[config.mk]
export PLATFORM = sky130hd
export DESIGN_NAME = ihc_irq_halt_ctrl
export DESIGN_NICKNAME = d
export VERILOG_FILES = /design/src/design/ihc_pkg.sv /design/src/design/ihc_fall_det.sv /design/src/design/ihc_reset_sync.sv /design/src/design/ihc_irq_halt_ctrl.sv
export SDC_FILE = /design/constraint.sdc
export NUM_CORES = 1
export LEC_CHECK = 0
export BUFFER_PORTS_ARGS = -buffer_cell sky130_fd_sc_hd__buf_2
export CAP_MARGIN = 20
export CORE_MARGIN = 2
export CORE_UTILIZATION = 50
export CTS_CLUSTER_DIAMETER = 200
export DETAILED_ROUTE_END_ITERATION = 16
export GPL_ROUTABILITY_DRIVEN = 0
export GPL_TIMING_DRIVEN = 1
export PLACE_DENSITY_LB_ADDON = 0.05
export REMOVE_ABC_BUFFERS = 1
export SLEW_MARGIN = 20
export SYNTH_ARGS = -nofsm -noshare
export SYNTH_HDL_FRONTEND = slang
export SYNTH_SLANG_ARGS = --single-unit
[constraint.sdc]
create_clock -name clock -period 2.3 [get_ports clock]
set_input_delay 0 -clock clock [delete_from_list [all_inputs] [get_ports clock]]
set_output_delay 0 -clock clock [all_outputs]
set_load 0.05 [all_outputs]
[src/design/ihc_pkg.sv]
// Shared constants for the interrupt and halt controller
package ihc_pkg;
   localparam int ADDR_W = 7;
   localparam int DATA_W = 4;
   localparam logic [6:0] ADDR_PIN_MASK = 7'h75;
   localparam logic [6:0] ADDR_SW_MASK = 7'h76;
   localparam logic [6:0] ADDR_CT_MASK = 7'h78;
   localparam logic [6:0] ADDR_CT_FLAG = 7'h79;
   localparam logic [6:0] ADDR_PS_FLAG = 7'h7A;
   localparam int BIT_CT_SLOW = 2;
   localparam int BIT_CT_MID = 1;
   localparam int BIT_CT_FAST = 0;
   localparam int BIT_SW_SECOND = 1;
   localparam int BIT_SW_TENTH = 0;
   localparam int BIT_PIN_EDGE = 2;
   localparam int BIT_MODE = 3;
   localparam logic [3:0] RESET_NIBBLE = 4'h0;
   localparam logic [3:0] VEC_PAGE = 4'h1;
   localparam int PC_W = 12;
   localparam logic [4:0] ACCEPT_CYCLES = 5'h0C;
   localparam int GRP_PIN = 0;
   localparam int GRP_CT = 1;
   localparam int GRP_SW = 2;
   typedef enum logic [2:0] {
      IHC_RUN = 3'b001,
      IHC_HALT = 3'b010,
      IHC_ACCEPT = 3'b100
   } ihc_state_t;
endpackage

[src/design/ihc_fall_det.sv]
// Falling edge detector for a group of event lines
`timescale 1ns/1ps
module ihc_fall_det #(
   parameter int WIDTH = 1
) (
   input wire logic clock,
   input wire logic rst_n,
   input wire logic [WIDTH-1:0] level,
   output logic [WIDTH-1:0] fall
);
   typedef struct packed {
      logic [WIDTH-1:0] last;
   } ihc_fd_t;
   ihc_fd_t r;
   ihc_fd_t next_r;

   always_comb begin
      next_r = r;
      next_r.last = level;
   end

   always_ff @(posedge clock or negedge rst_n) begin
      if (!rst_n) begin
         r <= '0;
      end else begin
         r <= next_r;
      end
   end

   assign fall = r.last & ~level;
endmodule

[src/design/ihc_reset_sync.sv]
// Reset release synchroniser
`timescale 1ns/1ps
module ihc_reset_sync (
   input wire logic clock,
   input wire logic arst_n,
   output logic rst_n
);
   typedef struct packed {
      logic s1;
      logic s2;
   } ihc_rs_t;
   ihc_rs_t r;
   ihc_rs_t next_r;

   always_comb begin
      next_r = r;
      next_r.s1 = 1'b1;
      next_r.s2 = r.s1;
   end

   always_ff @(posedge clock or negedge arst_n) begin
      if (!arst_n) begin
         r <= '0;
      end else begin
         r <= next_r;
      end
   end

   assign rst_n = r.s2;
endmodule

[src/design/ihc_irq_halt_ctrl.sv]
// Interrupt factor flags, masks, vector select and halt control
// Operation
// - Service interrupts only with interrupt-enable set and mask bit 1; a pin flag set before its mask is cleared still requests.
// - Acceptance clears the interrupt-enable flag automatically.
// - Halt stops the CPU; oscillator and peripherals keep running.
// - Only an interrupt leaves halt; return goes past the halt instruction.
// - Factor flags set on their event regardless of interrupt-enable.
// - Request when flag, mask and interrupt-enable are all 1.
// - Flags are read-only, cleared right after read; writes ignored.
// - Reset clears all flags and mask bits.
// - Timer 2, 8, 32 Hz falling edges set flag bits 2, 1, 0.
// - Stopwatch 1 Hz and 10 Hz falling edges set bits 1 and 0.
// - Falling edge on any unmasked input pin sets shared pin flag bit 2.
// - Mask bits read/write; 1 enables, 0 masks; timer and stopwatch flags still record, masked pins set no flag.
// - Timer masks at bits 2..0; stopwatch masks at bits 1..0.
// - Acceptance pushes next address then jumps to page 1 vector.
// - Save and vector load take exactly twelve CPU clocks.
// - Vector step is twice the 3-bit group set: pin, timer, stopwatch.
// - Unused bits read 0 and hold no storage.
// - Software may re-enable interrupts in a handler for nesting.
// - Mode bit 3: heavy load at stopwatch mask, static LCD at timer mask.
`timescale 1ns/1ps
module ihc_irq_halt_ctrl #(
   parameter int PIN_N = 4
) (
   input wire logic clock,
   input wire logic arst_n,
   // CPU I/O memory port
   input wire logic [ihc_pkg::ADDR_W-1:0] io_addr,
   input wire logic io_rd,
   input wire logic io_wr,
   input wire logic [ihc_pkg::DATA_W-1:0] io_wdata,
   output logic [ihc_pkg::DATA_W-1:0] io_rdata,
   output logic io_hit,
   // CPU core control
   input wire logic ei_set,
   input wire logic di_set,
   input wire logic halt_exec,
   input wire logic instr_boundary,
   input wire logic [ihc_pkg::PC_W-1:0] next_pc,
   output logic irq_enabled_state,
   output logic cpu_halted,
   output logic cpu_stall,
   output logic push_pc,
   output logic [ihc_pkg::PC_W-1:0] push_addr,
   output logic load_pc,
   output logic [ihc_pkg::PC_W-1:0] vector_pc,
   // Peripheral event sources
   input wire logic ct_2hz,
   input wire logic ct_8hz,
   input wire logic ct_32hz,
   input wire logic sw_1hz,
   input wire logic sw_10hz,
   input wire logic [PIN_N-1:0] input_pins,
   // Mode outputs
   output logic heavy_load_select,
   output logic lcd_static_select
);
   typedef struct packed {
      ihc_pkg::ihc_state_t state;
      logic [4:0] cnt;
      logic ie;
      logic [2:0] grp;
      logic [ihc_pkg::PC_W-1:0] ret_pc;
      logic [PIN_N-1:0] pin_mask;
      logic [1:0] sw_mask;
      logic heavy;
      logic [2:0] ct_mask;
      logic lcd_static;
      logic [2:0] ct_flag;
      logic [2:0] ps_flag;
      logic [ihc_pkg::DATA_W-1:0] rdata;
      logic hit;
   } ihc_regs_t;

   ihc_regs_t r;
   ihc_regs_t next_r;
   logic rst_n;
   logic [2:0] ct_fall;
   logic [1:0] sw_fall;
   logic [PIN_N-1:0] pin_fall;
   logic [2:0] ct_ev;
   logic [2:0] ps_ev;
   logic [2:0] grp_req;
   logic any_req;

   ihc_reset_sync u_rst (
      .clock(clock),
      .arst_n(arst_n),
      .rst_n(rst_n)
   );

   // Peripherals keep running in halt, so edges are always watched
   ihc_fall_det #(.WIDTH(3)) u_ct_fall (
      .clock(clock),
      .rst_n(rst_n),
      .level({ct_2hz, ct_8hz, ct_32hz}),
      .fall(ct_fall)
   );

   ihc_fall_det #(.WIDTH(2)) u_sw_fall (
      .clock(clock),
      .rst_n(rst_n),
      .level({sw_1hz, sw_10hz}),
      .fall(sw_fall)
   );

   ihc_fall_det #(.WIDTH(PIN_N)) u_pin_fall (
      .clock(clock),
      .rst_n(rst_n),
      .level(input_pins),
      .fall(pin_fall)
   );

   always_comb begin
      ct_ev = '0;
      ct_ev[ihc_pkg::BIT_CT_SLOW] = ct_fall[2];
      ct_ev[ihc_pkg::BIT_CT_MID] = ct_fall[1];
      ct_ev[ihc_pkg::BIT_CT_FAST] = ct_fall[0];
      ps_ev = '0;
      ps_ev[ihc_pkg::BIT_SW_SECOND] = sw_fall[1];
      ps_ev[ihc_pkg::BIT_SW_TENTH] = sw_fall[0];
      ps_ev[ihc_pkg::BIT_PIN_EDGE] = |(pin_fall & r.pin_mask);
   end

   // Per-group OR of flag and mask products for timer and stopwatch; pin group is its flag alone
   always_comb begin
      grp_req = '0;
      grp_req[ihc_pkg::GRP_PIN] = r.ps_flag[ihc_pkg::BIT_PIN_EDGE];
      grp_req[ihc_pkg::GRP_CT] = |(r.ct_flag & r.ct_mask);
      grp_req[ihc_pkg::GRP_SW] = |(r.ps_flag[1:0] & r.sw_mask);
      any_req = r.ie && (|grp_req);
   end

   always_comb begin
      next_r = r;
      next_r.hit = 1'b0;
      next_r.rdata = ihc_pkg::RESET_NIBBLE;

      // Register read; unused bits are constant zero
      if (io_rd) begin
         next_r.hit = 1'b1;
         case (io_addr)
            ihc_pkg::ADDR_PIN_MASK: next_r.rdata = r.pin_mask;
            ihc_pkg::ADDR_SW_MASK: next_r.rdata = {r.heavy, 1'b0, r.sw_mask};
            ihc_pkg::ADDR_CT_MASK: next_r.rdata = {r.lcd_static, r.ct_mask};
            ihc_pkg::ADDR_CT_FLAG: next_r.rdata = {1'b0, r.ct_flag};
            ihc_pkg::ADDR_PS_FLAG: next_r.rdata = {1'b0, r.ps_flag};
            default: next_r.hit = 1'b0;
         endcase
      end

      // Read clears the flags; an event in the same cycle survives
      if (io_rd && io_addr == ihc_pkg::ADDR_CT_FLAG) begin
         next_r.ct_flag = '0;
      end
      if (io_rd && io_addr == ihc_pkg::ADDR_PS_FLAG) begin
         next_r.ps_flag = '0;
      end
      next_r.ct_flag = next_r.ct_flag | ct_ev;
      next_r.ps_flag = next_r.ps_flag | ps_ev;

      // Mask writes; flag addresses ignore writes
      if (io_wr) begin
         case (io_addr)
            ihc_pkg::ADDR_PIN_MASK: next_r.pin_mask = io_wdata[PIN_N-1:0];
            ihc_pkg::ADDR_SW_MASK: begin
               next_r.sw_mask = io_wdata[1:0];
               next_r.heavy = io_wdata[ihc_pkg::BIT_MODE];
            end
            ihc_pkg::ADDR_CT_MASK: begin
               next_r.ct_mask = io_wdata[2:0];
               next_r.lcd_static = io_wdata[ihc_pkg::BIT_MODE];
            end
            default: begin
            end
         endcase
      end

      // Software enable; nesting allowed from inside a handler
      if (ei_set) begin
         next_r.ie = 1'b1;
      end else if (di_set) begin
         next_r.ie = 1'b0;
      end

      case (r.state)
         ihc_pkg::IHC_RUN: begin
            if (any_req && instr_boundary) begin
               next_r.state = ihc_pkg::IHC_ACCEPT;
               next_r.grp = grp_req;
               next_r.ret_pc = next_pc;
               next_r.ie = 1'b0;
               next_r.cnt = 5'h01;
            end else if (halt_exec) begin
               next_r.state = ihc_pkg::IHC_HALT;
            end
         end
         ihc_pkg::IHC_HALT: begin
            // next_pc already points past the halt instruction
            if (any_req) begin
               next_r.state = ihc_pkg::IHC_ACCEPT;
               next_r.grp = grp_req;
               next_r.ret_pc = next_pc;
               next_r.ie = 1'b0;
               next_r.cnt = 5'h01;
            end
         end
         ihc_pkg::IHC_ACCEPT: begin
            if (r.cnt == ihc_pkg::ACCEPT_CYCLES) begin
               next_r.state = ihc_pkg::IHC_RUN;
               next_r.cnt = '0;
            end else begin
               next_r.cnt = r.cnt + 5'h01;
            end
         end
         default: begin
            next_r.state = ihc_pkg::IHC_RUN;
         end
      endcase
   end

   always_ff @(posedge clock or negedge rst_n) begin
      if (!rst_n) begin
         r <= '{state: ihc_pkg::IHC_RUN, default: '0};
      end else begin
         r <= next_r;
      end
   end

   assign io_rdata = r.rdata;
   assign io_hit = r.hit;
   assign irq_enabled_state = r.ie;
   assign cpu_halted = (r.state == ihc_pkg::IHC_HALT);
   assign cpu_stall = (r.state != ihc_pkg::IHC_RUN);
   assign push_pc = (r.state == ihc_pkg::IHC_ACCEPT) && (r.cnt == 5'h01);
   assign push_addr = r.ret_pc;
   assign load_pc = (r.state == ihc_pkg::IHC_ACCEPT) && (r.cnt == ihc_pkg::ACCEPT_CYCLES);
   // Step is twice the group set, so bit 0 is always clear
   assign vector_pc = {ihc_pkg::VEC_PAGE, 4'h0, r.grp, 1'b0};
   assign heavy_load_select = r.heavy;
   assign lcd_static_select = r.lcd_static;
endmodule

* Word level (Yosys, flattened, before mapping)
Cells that the tools add are included.
** Operators by class
- Shift-type cells :: 0
- Divide/modulo/power cells :: 0
- $lt $le $gt $ge :: 0
- Muxes and demuxes :: 16
- Multiply operators :: 0
- Bitwise operators :: 11
- Eq/ne operators :: 15
- Add/subtract/negate cells :: 1
- Reductions and logical operators :: 19
** Operators by type and width (count)
- $eq A7 B7 Y1 const B :: 5
- $pmux W16 S2 :: 1
- $mux W24 :: 1
- $mux W21 :: 1
- $pmux W4 S5 :: 1
- $mux W3 :: 5
- $pmux W5 S3 :: 1
- $mux W5 :: 2
- $pmux W3 S3 :: 1
- $reduce_and A3 Y1 :: 3
- $and A4 B4 Y4 :: 2
- $and A3 B3 Y3 :: 2
- $logic_and A1 B1 Y1 :: 6
- $or A3 B3 Y3 :: 2
- $reduce_and A2 Y1 :: 3
- $reduce_or A6 Y1 :: 1
- $add A5 B1 Y5 const B :: 1
- $eq A5 B1 Y1 const B :: 1
- $eq A5 B4 Y1 const B :: 1
- $reduce_or A5 Y1 :: 1
- $and A2 B2 Y2 :: 2
- $ne A2 B2 Y1 const B :: 2
- $not A4 Y4 :: 1
- $reduce_or A4 Y1 :: 1
- other kinds (13) :: 15
** Word-level totals
- Bits in latches :: 0
- Memory bits (read-only) :: 0
- Logic and storage cells :: 81
- Flip-flop bits (word level) :: 57
- Output and inout bits :: 36
- RAM bits :: 0
- Memories kept :: 0

* Longest topological paths before layout
- Depth after elaboration :: 6
- Gate-level depth with buffers :: 6

* Modules after synthesis
Synthesis repeated with hierarchy kept, for this count alone.
** Unflattened totals
- Cells, all modules :: 249
- Area total of the unflattened synthesis :: 2842.7 um^2
** Modules (own cells, without submodules)
- ihc_irq_halt_ctrl :: times used 1, area each 2439.8 um^2, seq. area each 1152.4 um^2, cells each 228
- ihc_fall_det (u_pin_fall) :: times used 1, area each 155.1 um^2, seq. area each 100.1 um^2, cells each 8
- ihc_fall_det (u_ct_fall) :: times used 1, area each 116.4 um^2, seq. area each 75.1 um^2, cells each 6
- ihc_fall_det (u_sw_fall) :: times used 1, area each 77.6 um^2, seq. area each 50.0 um^2, cells each 4
- ihc_reset_sync :: times used 1, area each 53.8 um^2, seq. area each 50.0 um^2, cells each 3

* Worst setup path before layout
OpenSTA, ideal clock, no wires.
- Path kind :: reg-to-output
- Start :: register r[45] (netlist bit)
- End :: output push_pc
- Setup slack :: -0.105 ns
- Required time :: 2.300 ns
- Data arrival time :: 2.405 ns
- Cell stages (with the launch flop) :: 4
- Buffers on the path :: 1
- Cell sequence :: dfrtp_1 -> or3b_1 -> buf_2 -> nor4_1
** On the way
- Longest elaborated chain between the ends :: 2
** Ends and longest elaborated chain
- start, declared :: RTL line ihc_irq_halt_ctrl.sv:76 : ihc_regs_t r;
- start signal, assigned :: RTL line ihc_irq_halt_ctrl.sv:227 : r <= next_r;
- $eq A3 B3 Y1 :: RTL line ihc_irq_halt_ctrl.sv:236 : assign push_pc = (r.state == ihc_pkg::IHC_ACCEPT) && (r.cnt == 5'h01);
- $logic_and A1 B1 Y1 :: RTL line ihc_irq_halt_ctrl.sv:236
- end, declared :: RTL line ihc_irq_halt_ctrl.sv:44 : output logic push_pc,
No other way between the ends.

==> results.toml <==
[synthesis]
synth-seq-cells = 57
yosys.area_share.simple = 0.129
synth.most_common_cell = "dfrtp_1"
synth-adder-area-share = 0.0136
synth.avg_cell_area_um2 = 11.4
synth-compound-area-share = 0.104
synth_top_family_by_area = "simple AND/OR/NAND/NOR gates"
syn_area_um2 = 2750
yosys-top-cells-count = "dfrtp_1, buf_4, mux2_2, inv_1, nor2_1"
ys_top_cells_by_area = "dfrtp_1, mux2_2, buf_4"
synth.mux.area_fraction = 0.118
synth_flop_cell = "dfrtp_1"
synth.top_cell.area_share = 0.509
synth-xor-area-share = 0
async_flop_share = 1.00
yosysUniqueCellTypes = 48
synthCells = 241
yosysWarnings = 0
synth_top_area_cell = "dfrtp_1"
synth_edf_count = 0
yosysSeqAreaShare = 0.518

[setup_path]
slowest_delay_ps = 550
endpoint_kind = "flop"
crit_slowest_cell = "dfstp_2"
critPathKind = "flop to flop"
path_delay_family = "buffers and inverters"
path_cells = "and2b_2 -> a21oi_2 -> or3_1 -> buf_12 -> o21a_1 -> dlygate4sd3_1"
path_buf_inv = 2
critical_path.max_fanout = 17
required_ps = 2500
crit_arrival_ps = 2380
start_kind = "flop"

[power]
report.power.total_mw = 3.61
vdd_ir_drop_max_uv = 1100
p_leak_nw = 1.68
powerDensity_nw_per_um2 = 1050

[timing]
finalMaxSlewViolations = 0
hold_ws_ps = 23.7
fin_crit_sh = 0.944
setup_viol_count_final = 0
period_needed_ps = 2170
fmax_ghz = 0.461
maxSlewHeadroom = 0.572
grt_setup_unrepaired = "false"
clock_skew_ps = 6.00
hold_viol = 0
worst_pin_slew_ps = 636

[clock_network]
cts-root-buf = "clkbuf_8"
path_clk_slew_ps = 60
cts_buffers = 9
cts_tree = "yes"
clockBufferDepth = 2
htreeDepth = 3
insertion_delay_ps = 320
postCtsResizedCells = 0
clock-sinks = 57

[global_route]
grt_pass1_wl_um = 8870
grt_pass1_vias = 1858
grt.overflow.total = 0
grt_start_max_net_pins = 36
grt_usage = 0.190
antenna_found_initial = 0

[floorplanning]
die_w_um = 78.2
top_level_ports = 76
rows = 27
core_region_area_um2 = 5410
die_h_um = 78.2
initial_core_util = 0.509
dieArea_um2 = 6120

[worst_hold_path]
hold_class = "input port to flop"

[layout]
regArea_um2 = 1430
nFillCells = 440
fin_area_um2 = 3440
final_nets = 369
multi_input_area_um2 = 1040
drive_above_1_share = 0.334
syn2layout_area_growth_pct = 24.8
diodes = 0
final_core_util = 0.636

[outcome]
status = "finished clean"

[placement]
port-buffer-count = 66
post_dp_cell_area_um2 = 3000
hpwl_um = 3710

[route]
drc = 0
wirelength_um = 5310
wire_per_inst_um = 13.2
dr.pass1.iters = 5
via_per_inst = 4.91
ant_nets = 0
dr.first_iter.drc_count = 86
vias = 1970

[flow_run]
cap_violations = 0
## sequential cells by signal (all words and copies together) (netlist names)
name / flops
u_rst.rst_n: 1
irq_enabled_state: 1
u_rst.next_r: 1
lcd_static_select: 1
u_ct_fall.r: 3
u_pin_fall.r: 4
push_addr: 12
heavy_load_select: 1
io_hit: 1
vector_pc: 3
io_rdata: 4
grp_req: 1
u_sw_fall.r: 2
r: 22
## worst register-to-register path: stages, from the launching register on
cell and delay, ps:
dfstp_2 550, and2b_2 180, a21oi_2 70, or3_1 420
buf_12 190, o21a_1 110, dlygate4sd3_1 550
## power breakdown
| part | switching [mW] | internal [mW] |
|---|---|---|
| Clock | 0.345 | 0.378 |
| Combinational | 0.969 | 0.552 |
| Sequential | 0.146 | 1.22 |
| Total | 1.46 | 2.15 |
## metrics by stage
| stage | TNS [ps] | cells | setup WS, ps |
|---|---|---|---|
| 2_1_floorplan | -98.8 | 217 | -98.8 |
| 3_3_place_gp | 0 | 357 | 432 |
| 3_5_place_dp | 0 | 357 | 399 |
| 4_1_cts | 0 | 400 | 126 |
| 5_1_grt | 0 | 401 | 24.8 |
| 6_report | 0 | 401 | 129 |
## final timing paths
check | slack [ps] | start | cells after the start | end
max | 130 | r[43] | 6 | irq_enabled_state
min | 20 | instr_boundary | 3 | r[44]
max reg2reg | 130 | r[43] | 6 | irq_enabled_state
min reg2reg | 230 | u_rst.rst_n | 0 | r[16]
max in group asynchronous | 1530 | u_rst.rst_n | 1 | push_addr[8]
min in group asynchronous | 230 | u_rst.rst_n | 0 | r[16]
## routing by layer
metal / global-route usage / part of all wire / vias up
li1: - / - / 978
met2: 0.282 / 0.45 / 54
met1: 0.265 / 0.49 / 932
met5: 0 / 0 / -
met4: 0.0789 / 0.014 / 0
met3: 0.0529 / 0.048 / 6
## logic make-up (layout without fill, tap and decap cells)
family,after synthesis,after routing
simple gates,63,63
flops,57,57
buf+inv,49,129
compound gates,40,40
mux,27,27
fa+ha+maj,3,3
other cells,2,10
## layout by cell type, fill, tap and decap left out, types with 3 or more instances in the layout
master and n:
clkbuf_8 9, buf_2 66, a22o_1 7, nor4_1 3
nor2b_1 3, a21oi_1 7, mux2_2 19, dfrtp_1 55
conb_1 10, clkbuf_1 4, mux2_4 6, nor2_1 12
nand3b_1 7, nand2_1 7, o21ai_0 7, inv_1 17
nor3b_1 4, dlygate4sd3_1 29, ha_1 3, nor3_1 6
nand3_1 8, nand2b_1 5
## timing repair
action                                  4_1_cts  5_1_grt
buffers inserted                              0        1
endpoints found under the setup margin        0        1
hold buffers                                 29        0
hold endpoints to repair                     40        0
## final cells by class
type / count / area share
timing repair buffer: 98 / 0.194
inverter: 17 / 0.0186
tap: 72 / 0.0262
sequential: 57 / 0.416
clock inverter: 1 / 0.00146
multi-input combinational: 143 / 0.303
clock buffer: 13 / 0.0404
Note: power is estimated with default switching activity, not from simulation.
